===== config.mk =====
export PLATFORM = sky130hd
export DESIGN_NAME = acr_bank
export DESIGN_NICKNAME = d
export VERILOG_FILES = /design/src/pkg/acr_pkg.sv /design/src/core/acr_bank.sv
export SDC_FILE = /design/constraint.sdc
export NUM_CORES = 1
export LEC_CHECK = 0
export ABC_AREA = 1
export BUFFER_PORTS_ARGS = -buffer_cell sky130_fd_sc_hd__buf_2
export CELL_PAD_IN_SITES_DETAIL_PLACEMENT = 1
export CELL_PAD_IN_SITES_GLOBAL_PLACEMENT = 1
export CORE_ASPECT_RATIO = 1.25
export CORE_MARGIN = 10
export CORE_UTILIZATION = 36
export CTS_CLUSTER_DIAMETER = 40
export CTS_CLUSTER_SIZE = 28
export DETAILED_ROUTE_END_ITERATION = 8
export MAX_ROUTING_LAYER = met4
export PLACE_DENSITY = 0.9
export REMOVE_ABC_BUFFERS = 1
export SETUP_SLACK_MARGIN = 0.05
export SLEW_MARGIN = 20
export SYNTH_ARGS = -nofsm -noshare
export SYNTH_HDL_FRONTEND = slang
export SYNTH_SLANG_ARGS = --single-unit

===== constraint.sdc =====
create_clock -name core_clk_i -period 1.85 [get_ports core_clk_i]
set_clock_uncertainty 0.2 [all_clocks]
set_input_delay 0.185 -clock core_clk_i [delete_from_list [all_inputs] [get_ports core_clk_i]]
set_output_delay 0.185 -clock core_clk_i [all_outputs]
set_load 0.02 [all_outputs]

===== src/pkg/acr_pkg.sv =====
// Package of addresses, field positions and reset values for the codec control register bank.
package acr_pkg;

    // ------------------------------------------------------------------
    // Control word layout
    // ------------------------------------------------------------------
    localparam int WORD_W = 16;
    localparam int ADDR_W = 7;
    localparam int DATA_W = 9;
    localparam int ADDR_LSB = 9;

    // ------------------------------------------------------------------
    // Register addresses
    // ------------------------------------------------------------------
    localparam logic [6:0] ADDR_LEFT_LINE_INPUT = 7'h00;
    localparam logic [6:0] ADDR_RIGHT_LINE_INPUT = 7'h01;
    localparam logic [6:0] ADDR_LEFT_HEADPHONE_OUT = 7'h02;
    localparam logic [6:0] ADDR_RIGHT_HEADPHONE_OUT = 7'h03;
    localparam logic [6:0] ADDR_ANALOG_PATH_CONTROL = 7'h04;
    localparam logic [6:0] ADDR_DIGITAL_PATH_CONTROL = 7'h05;
    localparam logic [6:0] ADDR_POWER_DOWN_CONTROL = 7'h06;
    localparam logic [6:0] ADDR_AUDIO_INTERFACE_FORMAT = 7'h07;
    localparam logic [6:0] ADDR_SAMPLING_CONTROL = 7'h08;
    localparam logic [6:0] ADDR_INTERFACE_ACTIVATION = 7'h09;
    localparam logic [6:0] ADDR_SOFT_RESET = 7'h0F;

    // ------------------------------------------------------------------
    // Field positions
    // ------------------------------------------------------------------
    localparam int LINE_GAIN_LSB = 0;
    localparam int LINE_GAIN_MSB = 4;
    localparam int PHONES_GAIN_LSB = 0;
    localparam int PHONES_GAIN_MSB = 6;
    localparam int SILENCE_BIT = 7;
    localparam int ZERO_CROSS_BIT = 7;
    localparam int COPY_BIT = 8;
    localparam int MIC_GAIN_UP_BIT = 0;
    localparam int MIC_SILENCE_BIT = 1;
    localparam int ADC_SOURCE_BIT = 2;
    localparam int BYPASS_BIT = 3;
    localparam int DAC_PICK_BIT = 4;
    localparam int FEEDBACK_BIT = 5;
    localparam int FEEDBACK_ATTEN_LSB = 6;
    localparam int FEEDBACK_ATTEN_MSB = 7;
    localparam int HPF_OFF_BIT = 0;
    localparam int DEEMPH_LSB = 1;
    localparam int DEEMPH_MSB = 2;
    localparam int DAC_SILENCE_BIT = 3;
    localparam int DC_KEEP_BIT = 4;
    localparam int FORMAT_LSB = 0;
    localparam int FORMAT_MSB = 1;
    localparam int ACTIVE_BIT = 0;

    // ------------------------------------------------------------------
    // Reset values, whole 9-bit data words
    // ------------------------------------------------------------------
    localparam logic [8:0] RST_LINE_INPUT = 9'h097;
    localparam logic [8:0] RST_HEADPHONE_OUT = 9'h079;
    localparam logic [8:0] RST_ANALOG_PATH = 9'h00A;
    localparam logic [8:0] RST_DIGITAL_PATH = 9'h008;
    localparam logic [8:0] RST_POWER_DOWN = 9'h09F;
    localparam logic [8:0] RST_AUDIO_FORMAT = 9'h00A;
    localparam logic [8:0] RST_SAMPLING = 9'h000;
    localparam logic [8:0] RST_ACTIVATION = 9'h000;

    // Writable bits of each register; unlisted bits hold zero.
    localparam logic [8:0] MASK_LINE_INPUT = 9'h09F;
    localparam logic [8:0] MASK_HEADPHONE_OUT = 9'h0FF;
    localparam logic [8:0] MASK_ANALOG_PATH = 9'h0FF;
    localparam logic [8:0] MASK_DIGITAL_PATH = 9'h01F;
    localparam logic [8:0] MASK_POWER_DOWN = 9'h0FF;
    localparam logic [8:0] MASK_AUDIO_FORMAT = 9'h0FF;
    localparam logic [8:0] MASK_SAMPLING = 9'h0FF;
    localparam logic [8:0] MASK_ACTIVATION = 9'h001;

endpackage : acr_pkg


===== src/core/acr_bank.sv =====
// Control register bank of the stereo codec, loaded by 16-bit control words.
`timescale 1ns/1ns

module acr_bank
(
    input wire logic core_clk_i,
    input wire logic reset_i,
    input wire logic word_valid_i,
    input wire logic [15:0] word_i,
    output logic word_ready_o,
    output logic [4:0] left_line_gain_o,
    output logic left_line_silence_o,
    output logic [4:0] right_line_gain_o,
    output logic right_line_silence_o,
    output logic [6:0] left_phones_gain_o,
    output logic left_phones_silent_o,
    output logic left_zero_cross_en_o,
    output logic [6:0] right_phones_gain_o,
    output logic right_phones_silent_o,
    output logic right_zero_cross_en_o,
    output logic mic_level_gain_up_o,
    output logic mic_silence_o,
    output logic adc_source_pick_o,
    output logic line_bypass_o,
    output logic dac_to_output_pick_o,
    output logic mic_feedback_path_o,
    output logic [1:0] mic_feedback_atten_o,
    output logic adc_hpf_off_o,
    output logic [1:0] deemphasis_rate_o,
    output logic dac_soft_silence_o,
    output logic dc_offset_keep_o,
    output logic [8:0] power_down_o,
    output logic [8:0] audio_format_o,
    output logic [8:0] sampling_o,
    output logic interface_active_o,
    output logic ignored_write_o
);

    // ------------------------------------------------------------------
    // Word decode
    // ------------------------------------------------------------------

    // Splits a control word into address and data. The address sits above the data,
    // so one fixed split serves every register, and a word is always taken whole.
    function automatic logic [6:0] word_addr(input logic [15:0] w);
        word_addr = w[acr_pkg::ADDR_LSB +: acr_pkg::ADDR_W];
    endfunction : word_addr

    function automatic logic [8:0] word_data(input logic [15:0] w);
        word_data = w[acr_pkg::DATA_W-1:0];
    endfunction : word_data

    // Gains at or below this code mute the headphone amplifier.
    localparam logic [6:0] PHONES_MUTE_TOP = 7'h2F;

    // Keeps the line gain and silence bits; bits 6:5 and the copy bit are not stored.
    function automatic logic [8:0] line_field(input logic [8:0] d);
        line_field = d & acr_pkg::MASK_LINE_INPUT;
    endfunction : line_field

    // Keeps the headphone gain and zero-cross bits; the copy bit is not stored.
    function automatic logic [8:0] phones_field(input logic [8:0] d);
        phones_field = d & acr_pkg::MASK_HEADPHONE_OUT;
    endfunction : phones_field

    // The whole bottom band of gain codes mutes, not only code zero.
    function automatic logic phones_silent(input logic [8:0] w);
        phones_silent = (w[acr_pkg::PHONES_GAIN_MSB:acr_pkg::PHONES_GAIN_LSB] <= PHONES_MUTE_TOP);
    endfunction : phones_silent

    // ------------------------------------------------------------------
    // Register state
    // ------------------------------------------------------------------

    // Address and data of the word offered this cycle.
    logic [6:0] addr;
    logic [8:0] data;

    // One stored data word per register, plus the registered mute flags of the phones.
    logic [8:0] left_line_q, left_line_d;
    logic [8:0] right_line_q, right_line_d;
    logic [8:0] left_phones_q, left_phones_d;
    logic [8:0] right_phones_q, right_phones_d;
    logic [8:0] analog_q, analog_d;
    logic [8:0] digital_q, digital_d;
    logic [8:0] power_q, power_d;
    logic [8:0] format_q, format_d;
    logic [8:0] sampling_q, sampling_d;
    logic [8:0] active_q, active_d;
    logic ignored_q, ignored_d;
    logic left_silent_q, left_silent_d;
    logic right_silent_q, right_silent_d;

    assign addr = word_addr(word_i);
    assign data = word_data(word_i);

    // The bank takes a whole word every cycle, so it never holds the host off.
    // The serial front end that builds the words therefore needs no stall path.
    assign word_ready_o = 1'b1;

    // ------------------------------------------------------------------
    // Next-value logic
    // ------------------------------------------------------------------

    // Copy bits act only on the word that carries them and are not stored, so a later
    // write to one channel never drags the other along. Masking drops bits that hold no field.
    // An address outside the map touches no register and raises only the ignored pulse.
    // All next values except the ignored pulse start from the stored ones, so a missing write leaves state alone.
    always_comb
    begin
        left_line_d = left_line_q;
        right_line_d = right_line_q;
        left_phones_d = left_phones_q;
        right_phones_d = right_phones_q;
        analog_d = analog_q;
        digital_d = digital_q;
        power_d = power_q;
        format_d = format_q;
        sampling_d = sampling_q;
        active_d = active_q;
        ignored_d = 1'b0;
        if (word_valid_i)
        begin
            unique case (addr)
                acr_pkg::ADDR_LEFT_LINE_INPUT:
                begin
                    left_line_d = line_field(data);
                    // A set copy bit loads the right channel from this same word.
                    if (data[acr_pkg::COPY_BIT])
                    begin
                        right_line_d = line_field(data);
                    end
                end
                acr_pkg::ADDR_RIGHT_LINE_INPUT:
                begin
                    right_line_d = line_field(data);
                    // A set copy bit loads the left channel from this same word.
                    if (data[acr_pkg::COPY_BIT])
                    begin
                        left_line_d = line_field(data);
                    end
                end
                acr_pkg::ADDR_LEFT_HEADPHONE_OUT:
                begin
                    left_phones_d = phones_field(data);
                    // Gain and zero-cross enable travel together to the right side.
                    if (data[acr_pkg::COPY_BIT])
                    begin
                        right_phones_d = phones_field(data);
                    end
                end
                acr_pkg::ADDR_RIGHT_HEADPHONE_OUT:
                begin
                    right_phones_d = phones_field(data);
                    // Gain and zero-cross enable travel together to the left side.
                    if (data[acr_pkg::COPY_BIT])
                    begin
                        left_phones_d = phones_field(data);
                    end
                end
                acr_pkg::ADDR_ANALOG_PATH_CONTROL:
                begin
                    analog_d = data & acr_pkg::MASK_ANALOG_PATH;
                end
                acr_pkg::ADDR_DIGITAL_PATH_CONTROL:
                begin
                    digital_d = data & acr_pkg::MASK_DIGITAL_PATH;
                end
                acr_pkg::ADDR_POWER_DOWN_CONTROL:
                begin
                    power_d = data & acr_pkg::MASK_POWER_DOWN;
                end
                acr_pkg::ADDR_AUDIO_INTERFACE_FORMAT:
                begin
                    format_d = data & acr_pkg::MASK_AUDIO_FORMAT;
                end
                acr_pkg::ADDR_SAMPLING_CONTROL:
                begin
                    sampling_d = data & acr_pkg::MASK_SAMPLING;
                end
                acr_pkg::ADDR_INTERFACE_ACTIVATION:
                begin
                    active_d = data & acr_pkg::MASK_ACTIVATION;
                end
                acr_pkg::ADDR_SOFT_RESET:
                begin
                    // Any data value resets; the word is a command, not storage.
                    // Address 15 is defined, so the ignored pulse stays low here.
                    left_line_d = acr_pkg::RST_LINE_INPUT;
                    right_line_d = acr_pkg::RST_LINE_INPUT;
                    left_phones_d = acr_pkg::RST_HEADPHONE_OUT;
                    right_phones_d = acr_pkg::RST_HEADPHONE_OUT;
                    analog_d = acr_pkg::RST_ANALOG_PATH;
                    digital_d = acr_pkg::RST_DIGITAL_PATH;
                    power_d = acr_pkg::RST_POWER_DOWN;
                    format_d = acr_pkg::RST_AUDIO_FORMAT;
                    sampling_d = acr_pkg::RST_SAMPLING;
                    active_d = acr_pkg::RST_ACTIVATION;
                end
                default:
                begin
                    // Addresses 10 to 14 and from 16 up hold no register.
                    ignored_d = 1'b1;
                end
            endcase
        end
    end

    // ------------------------------------------------------------------
    // Storage
    // ------------------------------------------------------------------

    // Reset values leave the line inputs, the mic and the DAC muted; the phones gains sit above the mute band.
    // The reset is synchronous, so reset_i must stand over at least one rising edge;
    // a word offered in that cycle is lost, which is the price of a plain clocked reset.
    always_ff @(posedge core_clk_i)
    begin
        if (reset_i)
        begin
            left_line_q <= acr_pkg::RST_LINE_INPUT;
            right_line_q <= acr_pkg::RST_LINE_INPUT;
            left_phones_q <= acr_pkg::RST_HEADPHONE_OUT;
            right_phones_q <= acr_pkg::RST_HEADPHONE_OUT;
            analog_q <= acr_pkg::RST_ANALOG_PATH;
            digital_q <= acr_pkg::RST_DIGITAL_PATH;
            power_q <= acr_pkg::RST_POWER_DOWN;
            format_q <= acr_pkg::RST_AUDIO_FORMAT;
            sampling_q <= acr_pkg::RST_SAMPLING;
            active_q <= acr_pkg::RST_ACTIVATION;
            ignored_q <= 1'b0;
        end
        else
        begin
            left_line_q <= left_line_d;
            right_line_q <= right_line_d;
            left_phones_q <= left_phones_d;
            right_phones_q <= right_phones_d;
            analog_q <= analog_d;
            digital_q <= digital_d;
            power_q <= power_d;
            format_q <= format_d;
            sampling_q <= sampling_d;
            active_q <= active_d;
            ignored_q <= ignored_d;
        end
    end

    // ------------------------------------------------------------------
    // Headphone mute flags
    // ------------------------------------------------------------------

    // The flags are decoded from the next gains and registered beside them,
    // so a flag and the gain it describes always change on the same edge.
    // This costs two flip-flops but keeps every data output off a compare.
    always_comb
    begin
        left_silent_d = phones_silent(left_phones_d);
        right_silent_d = phones_silent(right_phones_d);
    end

    // Reset gains sit above the mute band, so both flags start low.
    // The reset value is taken through the same decode, so the two cannot drift apart.
    always_ff @(posedge core_clk_i)
    begin
        if (reset_i)
        begin
            left_silent_q <= phones_silent(acr_pkg::RST_HEADPHONE_OUT);
            right_silent_q <= phones_silent(acr_pkg::RST_HEADPHONE_OUT);
        end
        else
        begin
            left_silent_q <= left_silent_d;
            right_silent_q <= right_silent_d;
        end
    end

    // ------------------------------------------------------------------
    // Field outputs
    // ------------------------------------------------------------------

    // Line input controls, straight from the stored words.
    // Bits 6:5 of these words never hold anything, so they are not looked at.
    assign left_line_gain_o = left_line_q[acr_pkg::LINE_GAIN_MSB:acr_pkg::LINE_GAIN_LSB];
    assign left_line_silence_o = left_line_q[acr_pkg::SILENCE_BIT];
    assign right_line_gain_o = right_line_q[acr_pkg::LINE_GAIN_MSB:acr_pkg::LINE_GAIN_LSB];
    assign right_line_silence_o = right_line_q[acr_pkg::SILENCE_BIT];

    // Headphone controls; the mute flags come registered so the analog side needs no compare.
    // Zero-cross enables only ask the analog side to wait; the gain word itself changes at once.
    assign left_phones_gain_o = left_phones_q[acr_pkg::PHONES_GAIN_MSB:acr_pkg::PHONES_GAIN_LSB];
    assign left_phones_silent_o = left_silent_q;
    assign left_zero_cross_en_o = left_phones_q[acr_pkg::ZERO_CROSS_BIT];
    assign right_phones_gain_o = right_phones_q[acr_pkg::PHONES_GAIN_MSB:acr_pkg::PHONES_GAIN_LSB];
    assign right_phones_silent_o = right_silent_q;
    assign right_zero_cross_en_o = right_phones_q[acr_pkg::ZERO_CROSS_BIT];

    // Analog path switches.
    // Each switch is a plain stored bit; the analog side owns any click suppression.
    assign mic_level_gain_up_o = analog_q[acr_pkg::MIC_GAIN_UP_BIT];
    assign mic_silence_o = analog_q[acr_pkg::MIC_SILENCE_BIT];
    assign adc_source_pick_o = analog_q[acr_pkg::ADC_SOURCE_BIT];
    assign line_bypass_o = analog_q[acr_pkg::BYPASS_BIT];
    assign dac_to_output_pick_o = analog_q[acr_pkg::DAC_PICK_BIT];
    assign mic_feedback_path_o = analog_q[acr_pkg::FEEDBACK_BIT];
    assign mic_feedback_atten_o = analog_q[acr_pkg::FEEDBACK_ATTEN_MSB:acr_pkg::FEEDBACK_ATTEN_LSB];

    // Digital path controls; the filter bit is passed with its inverted sense intact.
    // A low filter bit therefore means the filter runs, which is the reset state.
    assign adc_hpf_off_o = digital_q[acr_pkg::HPF_OFF_BIT];
    assign deemphasis_rate_o = digital_q[acr_pkg::DEEMPH_MSB:acr_pkg::DEEMPH_LSB];
    assign dac_soft_silence_o = digital_q[acr_pkg::DAC_SILENCE_BIT];
    assign dc_offset_keep_o = digital_q[acr_pkg::DC_KEEP_BIT];

    // Whole words of the power-down, format and sampling registers; activation gives only its active bit.
    // Their fields are decoded by the blocks that use them, not by the bank.
    assign power_down_o = power_q;
    assign audio_format_o = format_q;
    assign sampling_o = sampling_q;
    assign interface_active_o = active_q[acr_pkg::ACTIVE_BIT];
    assign ignored_write_o = ignored_q;

endmodule : acr_bank


==> flow_metrics.tcl <==
set metrics [dict create \
    yosys-top-cells-count "115 x nand2_1, 72 x nor2_1, 69 x dfxtp_1" \
    wl_um 11100 \
    status "complete, no violations" \
    ys_warn_count 0 \
    clkLatencyLatePin_ps 360 \
    min_period_ps 1530 \
    synth.avg_cell_area_um2 7.12 \
    worst_slack_ps 316 \
    ys_seq_area_frac 0.436 \
    worstHoldStart "word_i[2]" \
    max_cap_viol_count 0 \
    drt_iter0_drc 129 \
    path_class "in2reg" \
    combPwrFrac 0.077 \
    path_delay_family "simple AND/OR/NAND/NOR gates" \
    port_buffers 87 \
    synth_cell_types 33 \
    antenna_cells 0 \
    die_x_um 104 \
    startpoint_type "input port" \
    drv_slew 0 \
    hold_viol 0 \
    die_height_um 125 \
    fmax_mhz 652 \
    regToRegStartpoint "right_phones_q[5]" \
    drtAntennaViolNets 0 \
    async_reset_ff_frac 0 \
    fp-row-count 38 \
    crit_arrival_ps 1640 \
    drive_above_1_share 0.273 \
    htreeDepth 3 \
    path_cells "buf_2, nand2_2, nor2_2, nand2_2, nand3_4, nand2_4, o21ai_0, nor2_1, nor2_1" \
    grt_pass1_wl_um 18400 \
    post_drt_wl_per_cell_um 16.7 \
    stdcell_area_um2 4010 \
    cts_root_buf "clkbuf_8" \
    post-cts-setup-buffers 0 \
    overflow 0 \
    cts_buffers 9 \
    clock_path_buffers 2 \
    post-place-ws_ps -39.0 \
    synth_top_flop_cell "dfxtp_1" \
    rsz0062_at_grt "false" \
    critPathLaunch "word_i[9]" \
    nNetsFinal 559 \
    syn_inst 445 \
    clkSlewWorstSetupHoldPaths_ps 70 \
    drt_first_pass_iters 4 \
    grt_max_degree 59 \
    synth_most_common_cell "nand2_1" \
    synth_edf_count 0 \
    power.leakage_nw 2.02 \
    drc 0 \
    endpoint_kind "flip-flop" \
    synth-seq-cells 69 \
    stdcell_count 665 \
    worst-path-max-fanout 15 \
    finalSetupViolCount 0 \
    slowest_delay_ps 340 \
    synth.top_cell.area_share 0.436 \
    start_util 0.366 \
    dpl_cell_area_um2 3750 \
    internal_power_mw 2.51 \
    ios 92 \
    clkSinkCount 69 \
    switching_power_mw 0.804 \
    grt_pass1_vias 3622 \
    hold_path_class "in2reg" \
    grt_antenna_before_repair 0 \
    vias 3348 \
    synthTopCellsByArea "dfxtp_1 44%, nand2_1 14%, nor2_1 8.5%, nand3_1 6.2%, o21ai_0 4.1%" \
    place_inst 648 \
    core-area_um2 8650 \
    p_sw_frac 0.243 \
    seqPwrFrac 0.455 \
    slowest_stage "o21ai_0" \
    vias_per_cell 5.03 \
    synth_top_area_cell "dfxtp_1" \
    syn_area_um2 3170 \
    die_area_um2 13000 \
    power_density_nw_per_um2 827 \
    cts_tree "done" \
    period_share 0.829 \
    ir_worst_vdd_mv 0.489 \
    syn_to_final_growth_pct 26.4 \
    critPathBufInv 1 \
    crit_required_ps 1950 \
    grt_use_total 0.175 \
    dp_hpwl_um 8620 \
    place_congestion 0.930 \
    cts_resized 0 \
    pwr-share-clk 0.468 \
]
-- worst min-delay path: cells and delay by family --
family / cells / cell delay (ps)
AOI/OAI and AO/OA: 2 / 110
buffers and inverters: 1 / 110
and+or+nand+nor: 2 / 140
-- state kept, by name, indices dropped and copies added, names as in the netlist --
| signal | cells |
|---|---|
| analog_q | 8 |
| audio_format_o | 8 |
| left_phones_q | 8 |
| power_down_o | 8 |
| right_phones_q | 8 |
| sampling_o | 8 |
| left_line_q | 6 |
| right_line_q | 6 |
| digital_q | 5 |
| active_q | 1 |
| ignored_write_o | 1 |
| left_phones_silent_o | 1 |
| right_phones_silent_o | 1 |
-- final timing paths --
| path | slack [ps] | to | cells past startpoint |
|---|---|---|---|
| setup / recovery | 320 | right_phones_silent_o | 9 |
| hold / removal | 40 | right_phones_q[2] | 5 |
| setup reg to reg | 490 | right_phones_silent_o | 7 |
| hold reg to reg | 260 | left_phones_q[7] | 2 |
-- cell families (layout without fill, tap and decap cells) --
group / Yosys count / in the layout / share of synthesized area
AO/OA/AOI/OAI: 74 / 74 / 0.144
flip-flops: 69 / 69 / 0.436
other: 2 / 4 / 0.00237
buffers and inverters: 57 / 155 / 0.0904
AND/OR/NAND/NOR: 243 / 243 / 0.327
-- power by group through the flow --
stage | Combinational, mW | Clock, mW | Sequential (mW)
after floorplan | 0.114 | 0 | 1.56
after global placement | 0.243 | 0 | 1.54
after detailed placement | 0.253 | 0 | 1.54
after CTS | 0.257 | 1.57 | 1.51
after global routing | 0.282 | 1.63 | 1.51
final | 0.256 | 1.55 | 1.51
-- routing by layer --
metal / part of all wire / wire [µm] / global-route usage
met1: 0.41 / 4550 / 0.185
met4: 0.018 / 195 / 0.0632
met3: 0.040 / 447 / 0.0393
met5: 0 / 0 / -
met2: 0.53 / 5930 / 0.312
-- per-stage QoR --
| step | setup TNS, ps | utilization | hold slack, ps | power (mW) |
|---|---|---|---|---|
| 2_1_floorplan | -2340 | - | 54.1 | 1.67 |
| 3_3_place_gp | 0 | 0.433 | 238 | 1.78 |
| 3_5_place_dp | -81.3 | 0.433 | 251 | 1.79 |
| 4_1_cts | 0 | 0.463 | 25.1 | 3.33 |
| 5_1_grt | 0 | 0.463 | 76.4 | 3.42 |
| 6_report | 0 | 0.463 | 36.2 | 3.31 |
-- layout make-up --
cell class / instances / area, µm²
Clock buffer: 11 / 141
Sequential cell: 69 / 1380
Multi-Input combinational cell: 321 / 1510
Timing Repair Buffer: 106 / 593
Tap cell: 120 / 150
Inverter: 33 / 124
Fill cell: 1180 / 4650
Clock inverter: 5 / 108
-- cell usage in the layout, fill, tap and decap left out, types with 2 or more instances in the layout --
cell	count
o21ai_0	26
nand2_1	115
o22ai_1	4
buf_2	87
a21oi_4	2
nand2_2	3
nor2_2	3
conb_1	4
dfxtp_1	69
nand2_4	2
a21oi_2	5
inv_2	6
o221ai_1	2
nand3_1	39
nor2_4	2
a21oi_1	17
inv_1	27
buf_4	17
clkbuf_8	10
nor2_1	72
nand4_1	3
clkinv_4	2
o21ai_1	12
bufinv_16	3
-- what timing repair did --
| item | CTS | global route |
|---|---|---|
| endpoints found under the hold margin | 4 | 0 |
| hold buffers | 1 | 0 |
| setup endpoints to repair | 0 | 0 |
Note: power is estimated with default switching activity, not from simulation.
